## src/design/dcg_regs.vh

```
// Constants for the daisy-chain group command handler
`ifndef DCG_REGS_VH
`define DCG_REGS_VH

// ----------------------------------------
// Frame initialization byte categories
// ----------------------------------------
`define DCG_CAT_SINGLE_RD 4'h8
`define DCG_CAT_SINGLE_WR 4'h9
`define DCG_CAT_STACK_RD 4'hA
`define DCG_CAT_STACK_WR 4'hB
`define DCG_CAT_BCAST_RD 4'hC
`define DCG_CAT_BCAST_WR 4'hD
`define DCG_CAT_BCAST_REV 4'hE

// ----------------------------------------
// Field positions and sizes
// ----------------------------------------
`define DCG_INIT_CAT_MSB 7
`define DCG_INIT_CAT_LSB 4
`define DCG_INIT_SIZE_MSB 2
`define DCG_INIT_SIZE_LSB 0
`define DCG_MAX_WR_BYTES 8
`define DCG_RESP_PROTO_BYTES 6
`define DCG_REG_ADDR_BYTES 2
`define DCG_CRC_BYTES 2

// ----------------------------------------
// CRC constants (reflected polynomial, init, good residue)
// ----------------------------------------
`define DCG_CRC_POLY 16'hA001
`define DCG_CRC_INIT 16'hFFFF
`define DCG_CRC_GOOD 16'h0000

`endif

```

## src/design/dcg_group_cmd.v

```verilog
// Group command decoder, executor and chained response builder
`timescale 1ns/1ps
`include "dcg_regs.vh"

// Notes on behaviour
// - Stack read is init 0xA0, no device address, then two-byte start address.
// - Stack read and write are acted on only by stack members.
// - Each addressed device returns one frame of requested bytes plus six.
// - Read data byte holds requested byte count minus one.
// - Device N holds its response until frame from N+1 has arrived.
// - Upstream CRC checked on the fly; bad CRC withholds response, raises fault.
// - Stack write init is 0xB0 plus register count minus one.
// - Group writes update up to eight consecutive registers from start address.
// - Stack write frame: init, two address bytes, data, CRC; no device address.
// - Broadcast read 0xC0, no address; every device including base responds.
// - Broadcast write 0xD0 plus count minus one; applies to every device.
// - Reverse broadcast write 0xE0 to 0x0105 data 0x80 sets direction select.
// - Register address field is two bytes, giving first register touched.
// - Command frames with invalid CRC are never executed.
// - At most one response frame per command frame.
// - Response frame: init, own address, register address, data, CRC.
// - Response init byte holds returned data count minus one.
module dcg_group_cmd (
  input wire clk, // 25 MHz system clock
  input wire rst, // Synchronous reset, active high
  input wire isStackMember, // High when not base or bridge device
  input wire isTopOfStack, // High when no device sits above this one
  input wire [5:0] myAddress, // This device's chain address
  input wire cmdValid, // Command byte strobe
  input wire [7:0] cmdByte, // Command byte
  input wire upValid, // Upstream response byte strobe
  input wire [7:0] upByte, // Upstream response byte
  output reg regWrStb_reg, // Register write strobe
  output reg [15:0] regWrAddr_reg, // Register write address
  output reg [7:0] regWrData_reg, // Register write data
  output reg regRdReq_reg, // Register read request
  output reg [15:0] regRdAddr_reg, // Register read address
  input wire [7:0] regRdData, // Read data, valid cycle after request
  output wire txValid, // Own response byte valid
  output reg [7:0] txByte_reg, // Own response byte
  input wire txReady, // Response byte accepted
  output reg cmdCrcErr_reg, // Pulse: command frame CRC bad
  output reg upCrcErr_reg, // Pulse: upstream response CRC bad
  output wire busy // Handler not idle
);

  // ----------------------------------------
  // States
  // ----------------------------------------
  localparam [2:0] ST_IDLE = 3'd0;
  localparam [2:0] ST_CMD = 3'd1;
  localparam [2:0] ST_WEXEC = 3'd2;
  localparam [2:0] ST_WAITUP = 3'd3;
  localparam [2:0] ST_RLOAD = 3'd4;
  localparam [2:0] ST_RWAIT = 3'd5;
  localparam [2:0] ST_RCAP = 3'd6;
  localparam [2:0] ST_RSEND = 3'd7;

  // ----------------------------------------
  // CRC over one byte, least significant bit first
  // ----------------------------------------
  function [15:0] crcByte;
    input [15:0] c;
    input [7:0] d;
    integer k;
    reg [15:0] x;
    begin
      x = c ^ {8'h00, d};
      for (k = 0; k < 8; k = k + 1) begin
        x = x[0] ? ((x >> 1) ^ `DCG_CRC_POLY) : (x >> 1);
      end
      crcByte = x;
    end
  endfunction

  reg [2:0] state_reg;
  reg [3:0] cat_reg;
  reg [2:0] size_reg;
  reg [3:0] idx_reg;
  reg [3:0] frameLen_reg;
  reg [15:0] cmdCrc_reg;
  reg [15:0] startAddr_reg;
  reg [7:0] rdCount_reg;
  reg [63:0] wrData_reg;
  reg [2:0] wrIdx_reg;
  reg [7:0] upIdx_reg;
  reg [7:0] upLen_reg;
  reg [15:0] upCrc_reg;
  reg [7:0] respIdx_reg;
  reg [15:0] txCrc_reg;

  wire [3:0] inCat = cmdByte[`DCG_INIT_CAT_MSB:`DCG_INIT_CAT_LSB];
  wire [15:0] cmdCrcNext = crcByte(cmdCrc_reg, cmdByte);
  wire [15:0] upCrcNext = crcByte(upCrc_reg, upByte);
  wire hasAddrByte = (cat_reg == `DCG_CAT_SINGLE_RD) || (cat_reg == `DCG_CAT_SINGLE_WR);
  wire isRead = (cat_reg == `DCG_CAT_SINGLE_RD) || (cat_reg == `DCG_CAT_STACK_RD) ||
                (cat_reg == `DCG_CAT_BCAST_RD);
  // Base and bridge skip stack commands; single frames belong to another block
  wire isStackCmd = (cat_reg == `DCG_CAT_STACK_RD) || (cat_reg == `DCG_CAT_STACK_WR);
  wire forUs = !hasAddrByte && (!isStackCmd || isStackMember);
  // Body index counts bytes after the init byte and any device address
  wire [3:0] bodyIdx = idx_reg - {3'd0, hasAddrByte};
  wire lastCmdByte = cmdValid && (idx_reg == frameLen_reg);
  wire crcOk = (cmdCrcNext == `DCG_CRC_GOOD);
  wire [7:0] dataEnd = rdCount_reg + 8'd4;
  wire [7:0] respLast = rdCount_reg + 8'd5;
  wire txTake = txValid && txReady;

  assign txValid = (state_reg == ST_RSEND);
  assign busy = (state_reg != ST_IDLE);

  // ----------------------------------------
  // Command frame length from the init byte
  // ----------------------------------------
  // Index of the last byte: init(0), [addr], 2 address, data, 2 CRC
  function [3:0] lastIdx;
    input [3:0] cat;
    input [2:0] size;
    reg rd;
    reg ad;
    begin
      rd = (cat == `DCG_CAT_SINGLE_RD) || (cat == `DCG_CAT_STACK_RD) || (cat == `DCG_CAT_BCAST_RD);
      ad = (cat == `DCG_CAT_SINGLE_RD) || (cat == `DCG_CAT_SINGLE_WR);
      // Reads carry one count byte, writes size+1 data bytes
      lastIdx = 4'd4 + {3'd0, ad} + (rd ? 4'd0 : {1'b0, size}) + 4'd1;
    end
  endfunction

  // ----------------------------------------
  // Response byte selection
  // ----------------------------------------
  reg [7:0] respByte;
  always @* begin
    case (respIdx_reg)
      8'd0: respByte = rdCount_reg - 8'd1;
      8'd1: respByte = {2'b00, myAddress};
      8'd2: respByte = startAddr_reg[15:8];
      8'd3: respByte = startAddr_reg[7:0];
      default: respByte = (respIdx_reg == dataEnd) ? txCrc_reg[7:0] : txCrc_reg[15:8];
    endcase
  end

  // ----------------------------------------
  // Main control
  // ----------------------------------------
  // New command bytes are dropped while a frame is being executed or answered,
  // so a single command can never produce a second response.
  always @(posedge clk) begin
    if (rst) begin
      state_reg <= ST_IDLE;
      cat_reg <= 4'h0;
      size_reg <= 3'd0;
      idx_reg <= 4'd0;
      frameLen_reg <= 4'd0;
      cmdCrc_reg <= `DCG_CRC_INIT;
      startAddr_reg <= 16'h0000;
      rdCount_reg <= 8'h00;
      wrData_reg <= 64'h0000000000000000;
      wrIdx_reg <= 3'd0;
      upIdx_reg <= 8'h00;
      upLen_reg <= 8'h00;
      upCrc_reg <= `DCG_CRC_INIT;
      respIdx_reg <= 8'h00;
      txCrc_reg <= `DCG_CRC_INIT;
      txByte_reg <= 8'h00;
      regWrStb_reg <= 1'b0;
      regWrAddr_reg <= 16'h0000;
      regWrData_reg <= 8'h00;
      regRdReq_reg <= 1'b0;
      regRdAddr_reg <= 16'h0000;
      cmdCrcErr_reg <= 1'b0;
      upCrcErr_reg <= 1'b0;
    end else begin
      regWrStb_reg <= 1'b0;
      regRdReq_reg <= 1'b0;
      cmdCrcErr_reg <= 1'b0;
      upCrcErr_reg <= 1'b0;
      case (state_reg)
        ST_IDLE: begin
          // Only command categories start a frame; stray bytes are dropped
          if (cmdValid && cmdByte[7] && (inCat != 4'hF)) begin
            cat_reg <= inCat;
            size_reg <= cmdByte[`DCG_INIT_SIZE_MSB:`DCG_INIT_SIZE_LSB];
            frameLen_reg <= lastIdx(inCat, cmdByte[`DCG_INIT_SIZE_MSB:`DCG_INIT_SIZE_LSB]);
            cmdCrc_reg <= cmdCrcNext;
            idx_reg <= 4'd1;
            state_reg <= ST_CMD;
          end
        end
        ST_CMD: begin
          if (cmdValid) begin
            cmdCrc_reg <= cmdCrcNext;
            idx_reg <= idx_reg + 4'd1;
            if (bodyIdx == 4'd1) begin
              startAddr_reg[15:8] <= cmdByte;
            end
            if (bodyIdx == 4'd2) begin
              startAddr_reg[7:0] <= cmdByte;
            end
            if (bodyIdx == 4'd3) begin
              rdCount_reg <= cmdByte + 8'd1;
            end
            // Write data is held until the CRC proves the frame good
            if ((bodyIdx >= 4'd3) && (bodyIdx < 4'd11)) begin
              wrData_reg[(bodyIdx - 4'd3) * 8 +: 8] <= cmdByte;
            end
            if (lastCmdByte) begin
              cmdCrc_reg <= `DCG_CRC_INIT;
              wrIdx_reg <= 3'd0;
              if (!crcOk) begin
                cmdCrcErr_reg <= 1'b1;
                state_reg <= ST_IDLE;
              end else if (!forUs) begin
                state_reg <= ST_IDLE;
              end else if (!isRead) begin
                state_reg <= ST_WEXEC;
              end else if (isTopOfStack) begin
                respIdx_reg <= 8'd0;
                txCrc_reg <= `DCG_CRC_INIT;
                state_reg <= ST_RLOAD;
              end else begin
                upIdx_reg <= 8'd0;
                upCrc_reg <= `DCG_CRC_INIT;
                state_reg <= ST_WAITUP;
              end
            end
          end
        end
        ST_WEXEC: begin
          // One strobe per register; reverse broadcast write lands here too
          regWrStb_reg <= 1'b1;
          regWrAddr_reg <= startAddr_reg + {13'd0, wrIdx_reg};
          regWrData_reg <= wrData_reg[wrIdx_reg * 8 +: 8];
          wrIdx_reg <= wrIdx_reg + 3'd1;
          if (wrIdx_reg == size_reg) begin
            state_reg <= ST_IDLE;
          end
        end
        ST_WAITUP: begin
          // Upstream frame length comes from its own init byte
          if (upValid) begin
            upCrc_reg <= upCrcNext;
            upIdx_reg <= upIdx_reg + 8'd1;
            if (upIdx_reg == 8'd0) begin
              upLen_reg <= upByte + 8'd6;
            end
            if ((upIdx_reg != 8'd0) && (upIdx_reg == upLen_reg)) begin
              if (upCrcNext == `DCG_CRC_GOOD) begin
                respIdx_reg <= 8'd0;
                txCrc_reg <= `DCG_CRC_INIT;
                state_reg <= ST_RLOAD;
              end else begin
                upCrcErr_reg <= 1'b1;
                state_reg <= ST_IDLE;
              end
            end
          end
        end
        ST_RLOAD: begin
          // Data bytes come from the register file, the rest from the frame
          if ((respIdx_reg >= 8'd4) && (respIdx_reg < dataEnd)) begin
            regRdReq_reg <= 1'b1;
            regRdAddr_reg <= startAddr_reg + {8'd0, respIdx_reg - 8'd4};
            state_reg <= ST_RWAIT;
          end else begin
            txByte_reg <= respByte;
            state_reg <= ST_RSEND;
          end
        end
        ST_RWAIT: begin
          state_reg <= ST_RCAP;
        end
        ST_RCAP: begin
          txByte_reg <= regRdData;
          state_reg <= ST_RSEND;
        end
        ST_RSEND: begin
          if (txTake) begin
            // CRC bytes themselves are not folded into the running CRC
            if (respIdx_reg < dataEnd) begin
              txCrc_reg <= crcByte(txCrc_reg, txByte_reg);
            end
            respIdx_reg <= respIdx_reg + 8'd1;
            if (respIdx_reg == respLast) begin
              state_reg <= ST_IDLE;
            end else begin
              state_reg <= ST_RLOAD;
            end
          end
        end
        default: begin
          state_reg <= ST_IDLE;
        end
      endcase
    end
  end

endmodule // dcg_group_cmd

```

## config.mk

```make
export PLATFORM = sky130hd
export DESIGN_NAME = dcg_group_cmd
export DESIGN_NICKNAME = d
export VERILOG_FILES = /design/src/design/dcg_group_cmd.v
export VERILOG_INCLUDE_DIRS = /design/src /design/src/design
export SDC_FILE = /design/constraint.sdc
export NUM_CORES = 1
export LEC_CHECK = 0
export ABC_CLOCK_PERIOD_IN_PS = 8400
export BUFFER_PORTS_ARGS = -buffer_cell sky130_fd_sc_hd__buf_2
export CORE_ASPECT_RATIO = 1.1
export CORE_MARGIN = 8
export CORE_UTILIZATION = 50
export DETAILED_ROUTE_END_ITERATION = 12
export HOLD_SLACK_MARGIN = 0.02
export PLACE_DENSITY_LB_ADDON = 0.12
export SETUP_SLACK_MARGIN = 0.3
export SYNTH_ARGS = -nofsm -noshare
export SYNTH_HDL_FRONTEND = slang
export SYNTH_SLANG_ARGS = --single-unit
```

## constraint.sdc

```tcl
create_clock -name clk -period 8.4 [get_ports clk]
set_input_delay 0.42 -clock clk [delete_from_list [all_inputs] [get_ports clk]]
set_output_delay 0.42 -clock clk [all_outputs]
set_load 0.02 [all_outputs]
```

# ---- After elaboration in Yosys (flattened, before gate mapping)
# Index checks and enable logic that the tools add are counted.
dict set report totals {
  inputBits 37
  elab_cells 271
  register_bits 233
  out_inout_bits 54
}
dict set report classes {
  order_cmp 4
  n_shift 3
  eq_ne 43
  addsub 18
  reduce_logical 47
  muxes 98
  n_bitwise 34
}
# operator n
set ops {}
lappend ops {{16-bit two-way mux} 45}
lappend ops {{8-bit two-way mux} 19}
lappend ops {{2-bit inverter with 3-bit output} 24}
lappend ops {{64-bit bitwise mux} 1}
lappend ops {{16-bit one-hot mux with 2 select lines} 2}
lappend ops {{8-bit by 34-bit variable shift with 64-bit output, first input constant} 1}
lappend ops {{64-bit by 7-bit variable part select with 8-bit output} 1}
lappend ops {{8-bit by 34-bit variable part select with 64-bit output} 1}
lappend ops {{3-bit two-way mux} 16}
lappend ops {{16-bit one-hot mux with 3 select lines} 1}
lappend ops {{16-bit by 8-bit bitwise XOR with 16-bit output} 3}
lappend ops {{4-bit == test, second input constant} 9}
lappend ops {{32-bit negator with 34-bit output} 1}
lappend ops {{16-bit logical NOT} 2}
lappend ops {{8-bit one-hot mux with 2 select lines} 2}
lappend ops {{8-bit one-hot mux with 4 select lines} 1}
lappend ops {{2-bit != test, second input constant} 13}
lappend ops {{8-bit by 1-bit adder with 8-bit output, second input constant} 3}
lappend ops {{8-bit by 3-bit adder with 8-bit output, second input constant} 3}
lappend ops {{8-bit == test} 3}
lappend ops {{3-bit one-hot mux with 8 select lines} 1}
lappend ops {{8-bit one-hot mux with 3 select lines} 1}
lappend ops {{3-bit AND reduction} 7}
lappend ops {{16-bit by 3-bit adder with 16-bit output} 1}
lappend ops {{45 further kinds} 86}

# ---- Longest topological paths before layout
# Gate-level depths: netlist of the first run.
dict set report logic_depth {
  ltp_word 22
  depth_mapped 20
}

# ---- Least setup slack after synthesis of the first run
# OpenSTA, ideal clock, no wires.
dict set report synth_timing {
  kind {flip-flop to flip-flop}
  start {reg cat_reg[1]}
  end {reg wrData_reg[32]}
  n_path_buf 3
  setup_time_ns 0.128
  t_arrival_ns 4.303
  path_slack_ns 3.969
  path_stages_with_launch 19
  path_cell_list {dfxtp_1 > nor3b_1 > ha_1 > clkbuf_1 > inv_1 > ha_1 > buf_2 > nor2_1 > clkbuf_1 > o21ai_0 > ha_1 > or3_1 > nor3_1 > a31oi_1 > nor3_1 > nand4_4 > nor4_4 > mux2i_1 > nor2_1}
}
dict set report synth_between {
  elab_chain_len 7
  word_cells_on_any_way 13
}
# item line
set synth_lines {}
lappend synth_lines {{start: declaration} dcg_group_cmd.v:77} ;# reg [3:0] cat_reg;
lappend synth_lines {{start signal: assignment} dcg_group_cmd.v:182} ;# cat_reg <= inCat;
lappend synth_lines {{4-bit == test (no source line)} n/a}
lappend synth_lines {{1-bit logical OR *} dcg_group_cmd.v:95} ;# wire hasAddrByte = (cat_reg == `DCG_CAT_SINGLE_RD) || (cat_reg == `DCG_CAT_SINGLE_WR);
lappend synth_lines {{4-bit by 1-bit subtractor with 4-bit output *} dcg_group_cmd.v:102} ;# wire [3:0] bodyIdx = idx_reg - {3'd0, hasAddrByte};
lappend synth_lines {{4-bit by 2-bit subtractor with 5-bit output} dcg_group_cmd.v:205} ;# wrData_reg[(bodyIdx - 4'd3) * 8 +: 8] <= cmdByte;
lappend synth_lines {{32-bit negator with 34-bit output} dcg_group_cmd.v:205}
lappend synth_lines {{8-bit by 34-bit variable part select with 64-bit output / 8-bit by 34-bit variable shift with 64-bit output (equally long branches)} dcg_group_cmd.v:205}
lappend synth_lines {{64-bit bitwise mux} dcg_group_cmd.v:205}
lappend synth_lines {{end signal: indexed assignment} dcg_group_cmd.v:205}
lappend synth_lines {{end: declaration} dcg_group_cmd.v:84} ;# reg [63:0] wrData_reg;
# Mark *: on every way between the ends. The rest lies on a longest branch, timed or not.
# A chain may end at the register's enable or synchronous reset.

# ---- Worst setup path after layout of the first run
dict set report layout_timing {
  start {reg cat_reg[1]}
  end {reg wrData_reg[35]}
}
# Same word-level chain as after synthesis.

==> results of run 1 <==
==> tightest hold or removal path, stage by stage <==
cell and delay [ps]:
buf_2 120, nand2_1 50, nor4_1 40
==> final cells by class <==
cell class | instances | area (um^2)
fillers | 2377 | 10900
multi-input cells | 1127 | 7780
flip-flops and latches | 233 | 4660
clock buffers | 35 | 756
repair buffers | 98 | 517
well taps | 346 | 433
clock inverters | 15 | 166
inverters | 36 | 135
diodes | 1 | 2.50
==> final timing paths <==
path | startpoint | end | slack, ps
setup reg to reg | cat_reg[1] | wrData_reg[35] | 3260
hold / removal | upValid | upCrcErr_reg | 140
hold reg to reg | regWrAddr_reg[2] | regWrAddr_reg[2] | 450
setup / recovery | cat_reg[1] | wrData_reg[35] | 3260
==> cell families (layout without fill, tap and decap cells) <==
logic type	Yosys count	count (layout)	share of synthesized area
buf+inv	130	184	0.0396
xor+xnor	159	159	0.111
compound gates	255	255	0.126
flops	233	233	0.360
fa+ha+maj	56	56	0.0553
other cells	0	1	0
simple gates	554	554	0.212
mux	103	103	0.0951
==> per-layer routing <==
metal,vias to the layer above,track usage,share of wire
met1,5048,0.273,0.46
li1,5280,-,-
met5,-,0,0
met3,57,0.0287,0.043
met2,199,0.362,0.48
met4,0,0.0606,0.024
==> metrics by stage <==
stage / cells / area [um^2] / utilization / hold slack, ps / setup slack, ps
after floorplan: 1490 / 12900 / - / 439 / 3970
after global placement: 1840 / 13500 / 0.534 / 437 / 3430
after detailed placement: 1840 / 13500 / 0.534 / 441 / 3260
after CTS: 1890 / 14400 / 0.570 / 122 / 3240
after global routing: 1891 / 14500 / 0.570 / 156 / 2770
final: 1891 / 14500 / 0.570 / 143 / 3260
==> report_power, final <==
part	switching, uW	internal [uW]	leakage, uW
Sequential	79.7	1180	0.00188
Clock	475	727	0.000455
Combinational	551	317	0.00306
Total	1110	2230	0.00540
==> synthesized netlist by cell type, drive strengths merged, types with 4 or more instances <==
master	instances	area, um^2
a211oi	37	278
or3	13	86.3
buf	16	85.1
a21oi	76	388
a31oi	7	43.8
mux2i	87	871
and3	20	125
a21o	9	67.6
nor2b	17	106
nand4	21	153
o21ai	54	274
a222oi	6	60.1
nor4	8	65.1
nor3b	4	35.0
ha	54	676
nor3	37	240
nand2b	53	332
nor2	180	676
nand2	115	434
nand3b	4	30.0
o22ai	31	194
inv	35	131
xor2	66	586
xnor2	91	805
clkbuf	78	293
mux4	16	360
a22oi	5	37.5
nand3	60	300
and2	7	43.8
dfxtp	233	4660
==> cells in the final DEF, fill, tap and decap left out, types with 19 or more instances in the layout <==
master,instances
nand3_1,60
and3_1,20
clkbuf_16,27
o22ai_1,31
mux2i_1,87
buf_2,89
inv_1,35
xor2_1,65
nand2_1,114
o21ai_1,25
nand2b_1,53
ha_1,54
xnor2_1,90
nand4_1,19
a211oi_1,37
nor2_1,180
a21oi_1,74
o21ai_0,28
nor3_1,29
dfxtp_1,233
==> metrics, run 1 <==
outcome finished clean; logic depth of the worst path, buffers included 16; min-delay worst type in -> reg; Req. time, crit path 8800 ps; family with the most delay on the worst path simple AND/OR/NAND/NOR gates; Max Buffers Root-to-Sink 3; remaining routing DRC violations 0; number of flip-flops in the largest register 64; Slew HR 0.274; Iter 0 DRT Violations 736; row cnt 61; RSZ-0062 raised after global routing false; Tightest Pin Transition 1090 ps; # hold bufs at CTS 0; post-CTS setup repair buffer count 0; layout cells sized above 1 0.121; number of setup violations in the final report 0; biggest cell delay along the critical path 710 ps; Max Freq 0.194 GHz; count of vias placed by the detailed router 10600; total power draw 3340 uW; total wirelength of the detailed-routed design 32900 um; Placer Congestion 0.842; count of yosys warnings during synthesis 0; Most common cell on crit path ha_1; max capacitance violation total 0; highest-delay cell along the critical path nor4_4; nature of the critical path startpoint flip-flop; Critical path buffers and inverters 1; primary flip-flop cell chosen by synthesis mapping dfxtp_1; number of unique standard cell types used by synthesis 73; max-slew violation total from the final report 0; Num CTS Buffers 27; starting utilization of the core area 0.511; post-detailed-route wirelength per cell 17.4 um; Clock Tree Root clkbuf_16; net count after synthesis 1583; Resize count post-CTS 0; start-to-end type of the worst setup path reg -> reg; leakage 0.00540 uW; I/O pin total 91; Synth Instances 1490; count of H-tree levels built during CTS 1; first-pass GRT wire length 54600 um; register clock-pin slew on the reported worst setup and hold paths 60 ps; part of the Yosys area used for sequential elements 0.360; synthesized area divided by synthesized cell count 8.69 um^2; number of nets in the final layout 1616; GRT Resource Usage Total 0.211; Post-DRT Antenna Nets 0; number of antenna violations at the first check in global routing 1; die extent in x 169 um; die extent in y 185 um; fin crit share 0.612; Post-DP HPWL 23400 um; worst supply voltage drop on vdd 135 uV; worst r2r path cells 16; post-synthesis async set-or-reset flop share 0; post-route clock skew 16.0 ps; worst hold path cell count 3; latest clock arrival within the worst-skew pair 550 ps; area overhead of the layout relative to synthesis 11.6%; number of iterations in the first detailed-routing pass 5; CTS tree yes; Via density 5.60; endpoint type of the worst setup path flip-flop; pin count of the biggest net entering global routing 138; critical path fanouts, max 14; cell area after synthesis 12900 um^2; vias in the first global route 10300; Final Hold Violating Endpoints 0; Core ar. 25300 um^2; global route total overflow 0; power per cell area 231 nW/um^2; EDFF count, synth 0; crit path cell chain nor3b_1 > ha_1 > ha_1 > inv_1 > ha_1 > nor2_1 > o21ai_0 > ha_1 > or3_1 > nor3_1 > a31oi_1 > nor3_1 > nand4_4 > nor4_4 > mux2i_1 > nor2_1; aggregate negative setup slack 0 ps; Clock Sinks 233; DIE AREA 31300 um^2; min Tclk post-route 5140 ps; Port Buf Inserts 90; FF+latch count, synth 233; CP arrival 5540 ps
No activity file was read; power rests on OpenSTA's default activity.
==> inputs of run 2 (changes only) <==
--- a/config.mk
+++ b/config.mk
@@ -6,7 +6,8 @@
 export SDC_FILE = /design/constraint.sdc
 export NUM_CORES = 1
 export LEC_CHECK = 0
-export ABC_CLOCK_PERIOD_IN_PS = 8400
+export ABC_AREA = 1
+export ABC_CLOCK_PERIOD_IN_PS = 5400
 export BUFFER_PORTS_ARGS = -buffer_cell sky130_fd_sc_hd__buf_2
 export CORE_ASPECT_RATIO = 1.1
 export CORE_MARGIN = 8
==> constraint.sdc (replaced) <==
create_clock -name clk -period 5.4 [get_ports clk]
set_input_delay 0.27 -clock clk [delete_from_list [all_inputs] [get_ports clk]]
set_output_delay 0.27 -clock clk [all_outputs]
set_load 0.02 [all_outputs]
==> run 2 against run 1 <==
Sequential power increased by 44%. Fmax up 12%. Utilization fell by 0.58 points. Cell count increased by 31%. Non-clock buffer count grew 6. Critical endpoint is now wrData_reg[28]. Die area is 5.5% higher. Routed wire length grew 23%. Largest cell class unchanged. Combinational power is 30% lower. Critical path depth grew 3. Sequential share of layout area shrank 1.6 points. Critical path type unchanged.
==> metrics, run 2 <==
ant diodes 0 (was 1); endpoint type of the worst setup path flip-flop (unchanged); worst supply voltage drop on vdd 170 uV (was 135 uV); fill cell count 2693 (was 2377); area overhead of the layout relative to synthesis 10.8% (was 11.6%); cell count after placement 2424 (was 1840); die extent in y 190 um (was 185 um); post-route clock skew 22.3 ps (was 16.0 ps); number of flip-flops in the largest register 64 (unchanged); number of iterations in the first detailed-routing pass 5 (unchanged); Via density 5.34 (was 5.60); number of antenna violations at the first check in global routing 0 (was 1); most used cells in the layout excluding fill and tap cells 482 x nand2_1, 264 x nor2_1, 233 x dfxtp_1 (was 233 x dfxtp_1, 180 x nor2_1, 114 x nand2_1); Iter 0 DRT Violations 1197 (was 736); Final Instance Area 15200 um^2 (was 14500 um^2); FF-to-FF End wrData_reg[28] (was wrData_reg[35]); power spent charging and discharging nets 1200 uW (was 1110 uW); first-pass GRT wire length 65000 um (was 54600 um); Slew HR 0.187 (was 0.274); start-to-end type of the worst setup path reg -> reg (unchanged); power per cell area 277 nW/um^2 (was 231 nW/um^2); Reg power frac 0.430 (was 0.379); Core ar. 27000 um^2 (was 25300 um^2); min Tclk post-route 4570 ps (was 5140 ps); Logic pwr share 0.145 (was 0.260); nature of the critical path startpoint flip-flop (unchanged); Synth Instances 2058 (was 1490); Hold Crit Start regRdData[0] (was upValid); worst setup slack for register-to-register paths 830 ps (was 3260 ps); leakage 0.00701 uW (was 0.00540 uW); CTS tree yes (unchanged); area post-placement 14300 um^2 (was 13500 um^2); FF+latch count, synth 233 (unchanged); Num CTS Buffers 26 (was 27); synthesized area divided by synthesized cell count 6.67 um^2 (was 8.69 um^2); global route total overflow 0 (unchanged); total wirelength of the detailed-routed design 40300 um (was 32900 um); DIE AREA 33000 um^2 (was 31300 um^2); count of vias placed by the detailed router 13200 (was 10600); starting utilization of the core area 0.509 (was 0.511); fin crit share 0.847 (was 0.612); vias in the first global route 12400 (was 10300); number of nets in the final layout 2192 (was 1616); count of H-tree levels built during CTS 1 (unchanged); register clock-pin slew on the reported worst setup and hold paths 60 ps (about the same); Clock Sinks 233 (unchanged); pin count of the biggest net entering global routing 89 (was 138); non-filler cells in the finished layout 2475 (was 1891); Port Buf Inserts 90 (unchanged); Max Buffers Root-to-Sink 3 (unchanged); cell type with the highest aggregate area in the netlist dfxtp_1 (unchanged); remaining routing DRC violations 0 (unchanged); Max Freq 0.219 GHz (was 0.194 GHz); number of setup violations in the final report 0 (unchanged); Critical Path Source idx_reg[0] (was cat_reg[1]); number of unique standard cell types used by synthesis 46 (was 73); worst hold path cell count 3 (unchanged); Switching Share 0.285 (was 0.332); count of yosys warnings during synthesis 0 (unchanged); area share of the largest cell type after synthesis 0.340 (was 0.360); internal cell power 3010 uW (was 2230 uW); Crit Reg-Reg Startpoint idx_reg[0] (was cat_reg[1]); min-delay worst type in -> reg (unchanged); Placer Congestion 0.954 (was 0.842); I/O pin total 91 (unchanged); die extent in x 174 um (was 169 um); max-slew violation total from the final report 0 (unchanged); most common library cell in the layout ignoring fill and taps nand2_1 (was dfxtp_1); cell area after synthesis 13700 um^2 (was 12900 um^2); Synth area leaders dfxtp_1 34%, nand2_1 13%, nor2_1 7.2% (was dfxtp_1 36%, mux2i_1 6.7%, xnor2_1 6.1%); WHS Endpoint txByte_reg[0] (was upCrcErr_reg); layout cells sized above 1 0.0897 (was 0.121); max capacitance violation total 0 (unchanged); aggregate negative setup slack 0 ps (unchanged); Clock Tree Root clkbuf_16 (unchanged); Final Hold Violating Endpoints 0 (unchanged); part of the Yosys area used for sequential elements 0.340 (was 0.360); Post-DRT Antenna Nets 0 (unchanged); outcome finished clean (unchanged); RSZ-0062 raised after global routing false (unchanged); Post-DP HPWL 29700 um (was 23400 um); worst r2r path cells 19 (was 16); leading cell types by count after synthesis 482 x nand2_1, 265 x nor2_1, 233 x dfxtp_1, 201 x inv_1, 155 x a21oi_1 (was 233 x dfxtp_1, 180 x nor2_1, 114 x nand2_1, 90 x xnor2_1, 87 x mux2i_1); primary flip-flop cell chosen by synthesis mapping dfxtp_1 (unchanged); Req. time, crit path 5880 ps (was 8800 ps); latest clock arrival within the worst-skew pair 550 ps (about the same); net count after synthesis 2151 (was 1583); GRT Resource Usage Total 0.236 (was 0.211); critical path fanouts, max 20 (was 14); post-synthesis async set-or-reset flop share 0 (unchanged); row cnt 63 (was 61); Tightest Pin Transition 1210 ps (was 1090 ps); most common cell in the synthesized netlist nand2_1 (was dfxtp_1); post-detailed-route wirelength per cell 16.3 um (was 17.4 um); EDFF count, synth 0 (unchanged); clock power share 0.425 (was 0.361); total power draw 4210 uW (was 3340 uW); CP arrival 5050 ps (was 5540 ps)
[run 2: changes by cell type in the layout (fill, tap and decap cells not counted), sizes merged, moves of 32 or more]
cell,before,now
xnor2,91,41
nand3,60,136
nand2,115,491
o21ai,54,150
inv,36,208
nand2b,53,0
mux2i,87,0
a211oi,37,5
a21oi,76,156
nor2,180,274
[run 2: how the worst max path moves through the flow]
stage	end	slack [ps]	cells after the start
after global routing	wrData_reg[28]	470	19
after CTS	wrData_reg[28]	860	20
final	wrData_reg[28]	830	19
after global placement	wrData_reg[30]	1090	19
after detailed placement	wrData_reg[30]	940	20
after floorplan	wrData_reg[12]	1710	19
[run 2: critical path: stages, from the launching register on]
cell and delay [ps]:
dfxtp_1 390, inv_1 90, ha_1 570, clkinv_1 350
ha_1 440, nor2_1 150, inv_1 110, nor3_4 260
nand3_2 190, ha_1 330, nor3_1 210, nand3_1 110
a21oi_1 210, nand4_2 200, nor2_1 140, buf_4 250
nand2_1 190, nand2_1 130, nand2_1 70, nor2_1 120
[run 2: layout make-up]
class	instances	area [um^2]	share of cell area
clock inverter	9	106	0.00699
sequential	233	4660	0.307
tap	357	447	0.0294
inverter	212	798	0.0525
timing repair buffer	104	566	0.0372
clock buffer	38	746	0.0490
multi-input combinational	1522	7890	0.519
[run 2: cells by family (layout without fill, tap and decap cells)]
group	after synthesis	count (layout)	synth area share
AO/OA/AOI/OAI	369	369	0.145
AND/OR/NAND/NOR	979	979	0.301
multiplexers	5	5	0.00410
flip-flops	233	233	0.340
adder cells (fa/ha/maj)	56	56	0.0521
buffers and inverters	303	363	0.0862
XOR/XNOR	113	113	0.0721
[run 2: power groups by stage]
stage | sequential (uW) | combinational (uW) | clock [uW]
detailed placement | 1850 | 601 | 0
floorplan | 1840 | 450 | 0
finish | 1810 | 611 | 1790
global route | 1820 | 690 | 1890
CTS | 1810 | 607 | 1820
global placement | 1850 | 595 | 0
[run 2: through the flow]
step / util / worst slack [ps] / hold WS [ps]
final: 0.564 / 827 / 35.8
after detailed placement: 0.531 / 939 / 455
after global placement: 0.531 / 1090 / 455
after CTS: 0.564 / 861 / 21.7
after floorplan: - / 1710 / 360
after global routing: 0.564 / 472 / 50.5
[run 2: metal layers]
metal / track usage / share of wire / vias to the layer above
li1: - / - / 6748
met1: 0.304 / 0.45 / 6022
met2: 0.402 / 0.46 / 369
met3: 0.0341 / 0.057 / 80
met4: 0.0770 / 0.029 / 0
met5: 0 / 0 / -
[run 2: what timing repair did]
item                                    4_1_cts  5_1_grt
resized for setup                             0        0
hold buffers                                  4        0
endpoints found under the setup margin        0        0
setup buffers                                 0        0
endpoints found under the hold margin         4        0
==> inputs of run 3 (changes only) <==
--- a/config.mk
+++ b/config.mk
@@ -6,8 +6,8 @@
 export SDC_FILE = /design/constraint.sdc
 export NUM_CORES = 1
 export LEC_CHECK = 0
-export ABC_AREA = 1
-export ABC_CLOCK_PERIOD_IN_PS = 5400
+export ABC_AREA = 0
+export ABC_CLOCK_PERIOD_IN_PS = 4400
 export BUFFER_PORTS_ARGS = -buffer_cell sky130_fd_sc_hd__buf_2
 export CORE_ASPECT_RATIO = 1.1
 export CORE_MARGIN = 8
==> constraint.sdc (replaced) <==
create_clock -name clk -period 4.4 [get_ports clk]
set_input_delay 0.22 -clock clk [delete_from_list [all_inputs] [get_ports clk]]
set_output_delay 0.22 -clock clk [all_outputs]
set_load 0.02 [all_outputs]
==> run 3 against run 2 <==
First-iteration DRC count is 41% lower. Worst setup slack lost 380 ps. Global-route usage decreased by 2.7 points. Routed wire length decreased by 17%. Power grew 54%. Clock power rose by 26%. Register-to-register slack lost 380 ps. Die area fell by 5.2%. Cell area shrank 1.7%. Sequential power rose by 32%. Cell count is 22% lower. Utilization grew 2.6 points.
==> metrics, run 3 (synthesis gave the netlist of run 1 again) <==
max capacitance violation total 0 (unchanged); Req. time, crit path 4790 ps (was 5880 ps); fill cell count 2318 (was 2693); number of antenna violations at the first check in global routing 0 (unchanged); count of vias placed by the detailed router 10700 (was 13200); Placer Congestion 0.877 (was 0.954); number of flip-flops in the largest register 64 (unchanged); CP arrival 4350 ps (was 5050 ps); Clock Sinks 233 (unchanged); die extent in x 169 um (was 174 um); Post-DP HPWL 23500 um (was 29700 um); most common library cell in the layout ignoring fill and taps dfxtp_1 (was nand2_1); I/O pin total 91 (unchanged); power per cell area 433 nW/um^2 (was 277 nW/um^2); Iter 0 DRT Violations 707 (was 1197); nature of the critical path startpoint flip-flop (unchanged); Max Freq 0.253 GHz (was 0.219 GHz); remaining routing DRC violations 0 (unchanged); Via density 5.54 (was 5.34); start-to-end type of the worst setup path reg -> reg (unchanged); Reg power frac 0.369 (was 0.430); Logic pwr share 0.282 (was 0.145); fin crit share 0.899 (was 0.847); number of iterations in the first detailed-routing pass 6 (was 5); die extent in y 185 um (was 190 um); global route total overflow 0 (unchanged); critical path fanouts, max 7 (was 20); post-detailed-route wirelength per cell 17.3 um (was 16.3 um); area post-placement 13800 um^2 (was 14300 um^2); row cnt 61 (was 63); DIE AREA 31300 um^2 (was 33000 um^2); internal cell power 4330 uW (was 3010 uW); pin count of the biggest net entering global routing 94 (was 89); Post-DRT Antenna Nets 0 (unchanged); Port Buf Inserts 90 (unchanged); vias in the first global route 10200 (was 12400); aggregate negative setup slack 0 ps (unchanged); min-delay worst type in -> reg (unchanged); outcome finished clean (unchanged); register clock-pin slew on the reported worst setup and hold paths 70 ps (was 60 ps); Clock Tree Root clkbuf_16 (unchanged); Final Instance Area 15000 um^2 (was 15200 um^2); Tightest Pin Transition 1070 ps (was 1210 ps); leakage 0.00566 uW (was 0.00701 uW); layout cells sized above 1 0.157 (was 0.0897); RSZ-0062 raised after global routing true (was false); Fin Hold WS 51.9 ps (was 35.8 ps); first-pass GRT wire length 54100 um (was 65000 um); endpoint type of the worst setup path flip-flop (unchanged); GRT Resource Usage Total 0.209 (was 0.236); most used cells in the layout excluding fill and tap cells 230 x dfxtp_1, 179 x nor2_1, 113 x nand2_1 (was 482 x nand2_1, 264 x nor2_1, 233 x dfxtp_1); Final Hold Violating Endpoints 0 (unchanged); min Tclk post-route 3960 ps (was 4570 ps); number of nets in the final layout 1661 (was 2192); number of setup violations in the final report 0 (unchanged); count of H-tree levels built during CTS 1 (unchanged); area overhead of the layout relative to synthesis 15.5% (was 10.8%); ant diodes 0 (unchanged); total wirelength of the detailed-routed design 33500 um (was 40300 um); starting utilization of the core area 0.511 (was 0.509); post-route clock skew 24.4 ps (was 22.3 ps); Slew HR 0.288 (was 0.187); clock power share 0.349 (was 0.425); CTS tree yes (unchanged); worst supply voltage drop on vdd 254 uV (was 170 uV); latest clock arrival within the worst-skew pair 550 ps (about the same); Switching Share 0.331 (was 0.285); Max Buffers Root-to-Sink 3 (unchanged); power spent charging and discharging nets 2140 uW (was 1200 uW); worst r2r path cells 18 (was 19); worst hold path cell count 2 (was 3); Num CTS Buffers 26 (unchanged); max-slew violation total from the final report 0 (unchanged); Core ar. 25300 um^2 (was 27000 um^2)
## run 3: cell count changes in the layout (fill, tap and decap cells not counted), sizes merged, moves of 32 or more
cell,before,now
a211oi,5,37
xnor2,41,91
nand2b,0,53
inv,208,35
nor2,274,180
o21ai,150,54
mux2i,0,87
buf,100,141
nand3,136,60
nand2,491,115
a21oi,156,76
## run 3: what timing repair did
action                                 CTS  global route
gates resized for setup                  1            32
setup endpoints to repair                7            61
endpoints found under the hold margin    2             0
pin swaps                                3            15
buffers inserted                         3            10
hold buffers                             2             0
gates cloned                             0             2
## run 3: path summary, 6_finish.rpt
| path | slack [ps] | end | start |
|---|---|---|---|
| worst max-delay path | 440 | wrData_reg[32] | cat_reg[1] |
| worst min-delay path | 50 | wrData_reg[4] | rst |
| worst min register to register | 450 | regRdAddr_reg[5] | regRdAddr_reg[5] |
| worst max register to register | 440 | wrData_reg[32] | cat_reg[1] |
## run 3: cell type report
type                       count  area (um^2)  share of cell area
clock inverter                11          166              0.0111
timing repair buffer         144          921              0.0616
tap                          346          433              0.0290
clock buffer                  34          721              0.0482
sequential                   233         4670               0.312
multi-input combinational   1127         7910               0.529
inverter                      36          135             0.00904
## run 3: per-layer routing
layer,share of wire,vias up,global-route usage
met1,0.45,5066,0.270
met3,0.049,51,0.0270
li1,-,5351,-
met2,0.48,228,0.362
met4,0.020,0,0.0528
met5,0,-,0
## run 3: stage by stage
stage               worst slack [ps]  utilization  total power, uW  std cells
finish                           442        0.590             6480       1931
global placement                 364        0.544             4160       1869
CTS                              336        0.581             6470       1919
floorplan                        333            -             3720       1490
global route                     180        0.590             6820       1931
detailed placement               234        0.544             4180       1869
## run 3: power by group through the flow
| stage | Sequential [uW] | Clock, uW | Combinational (uW) |
|---|---|---|---|
| finish | 2390 | 2260 | 1830 |
| global route | 2410 | 2400 | 2010 |
| CTS | 2390 | 2310 | 1770 |
| detailed placement | 2430 | 0 | 1750 |
| global placement | 2420 | 0 | 1740 |
| floorplan | 2480 | 0 | 1250 |
## run 3: critical path: stages (launching register included)
cell,delay [ps]
dfxtp_2,350
nor3b_2,180
ha_2,230
nor3b_4,250
xor2_2,270
buf_4,170
xnor2_1,90
nor2_1,180
inv_1,70
ha_1,200
or3_4,340
nor3_4,170
a31oi_2,70
nor3_2,190
nand4_4,180
nor4_4,450
clkbuf_16,220
mux2i_1,180
nor2_1,60
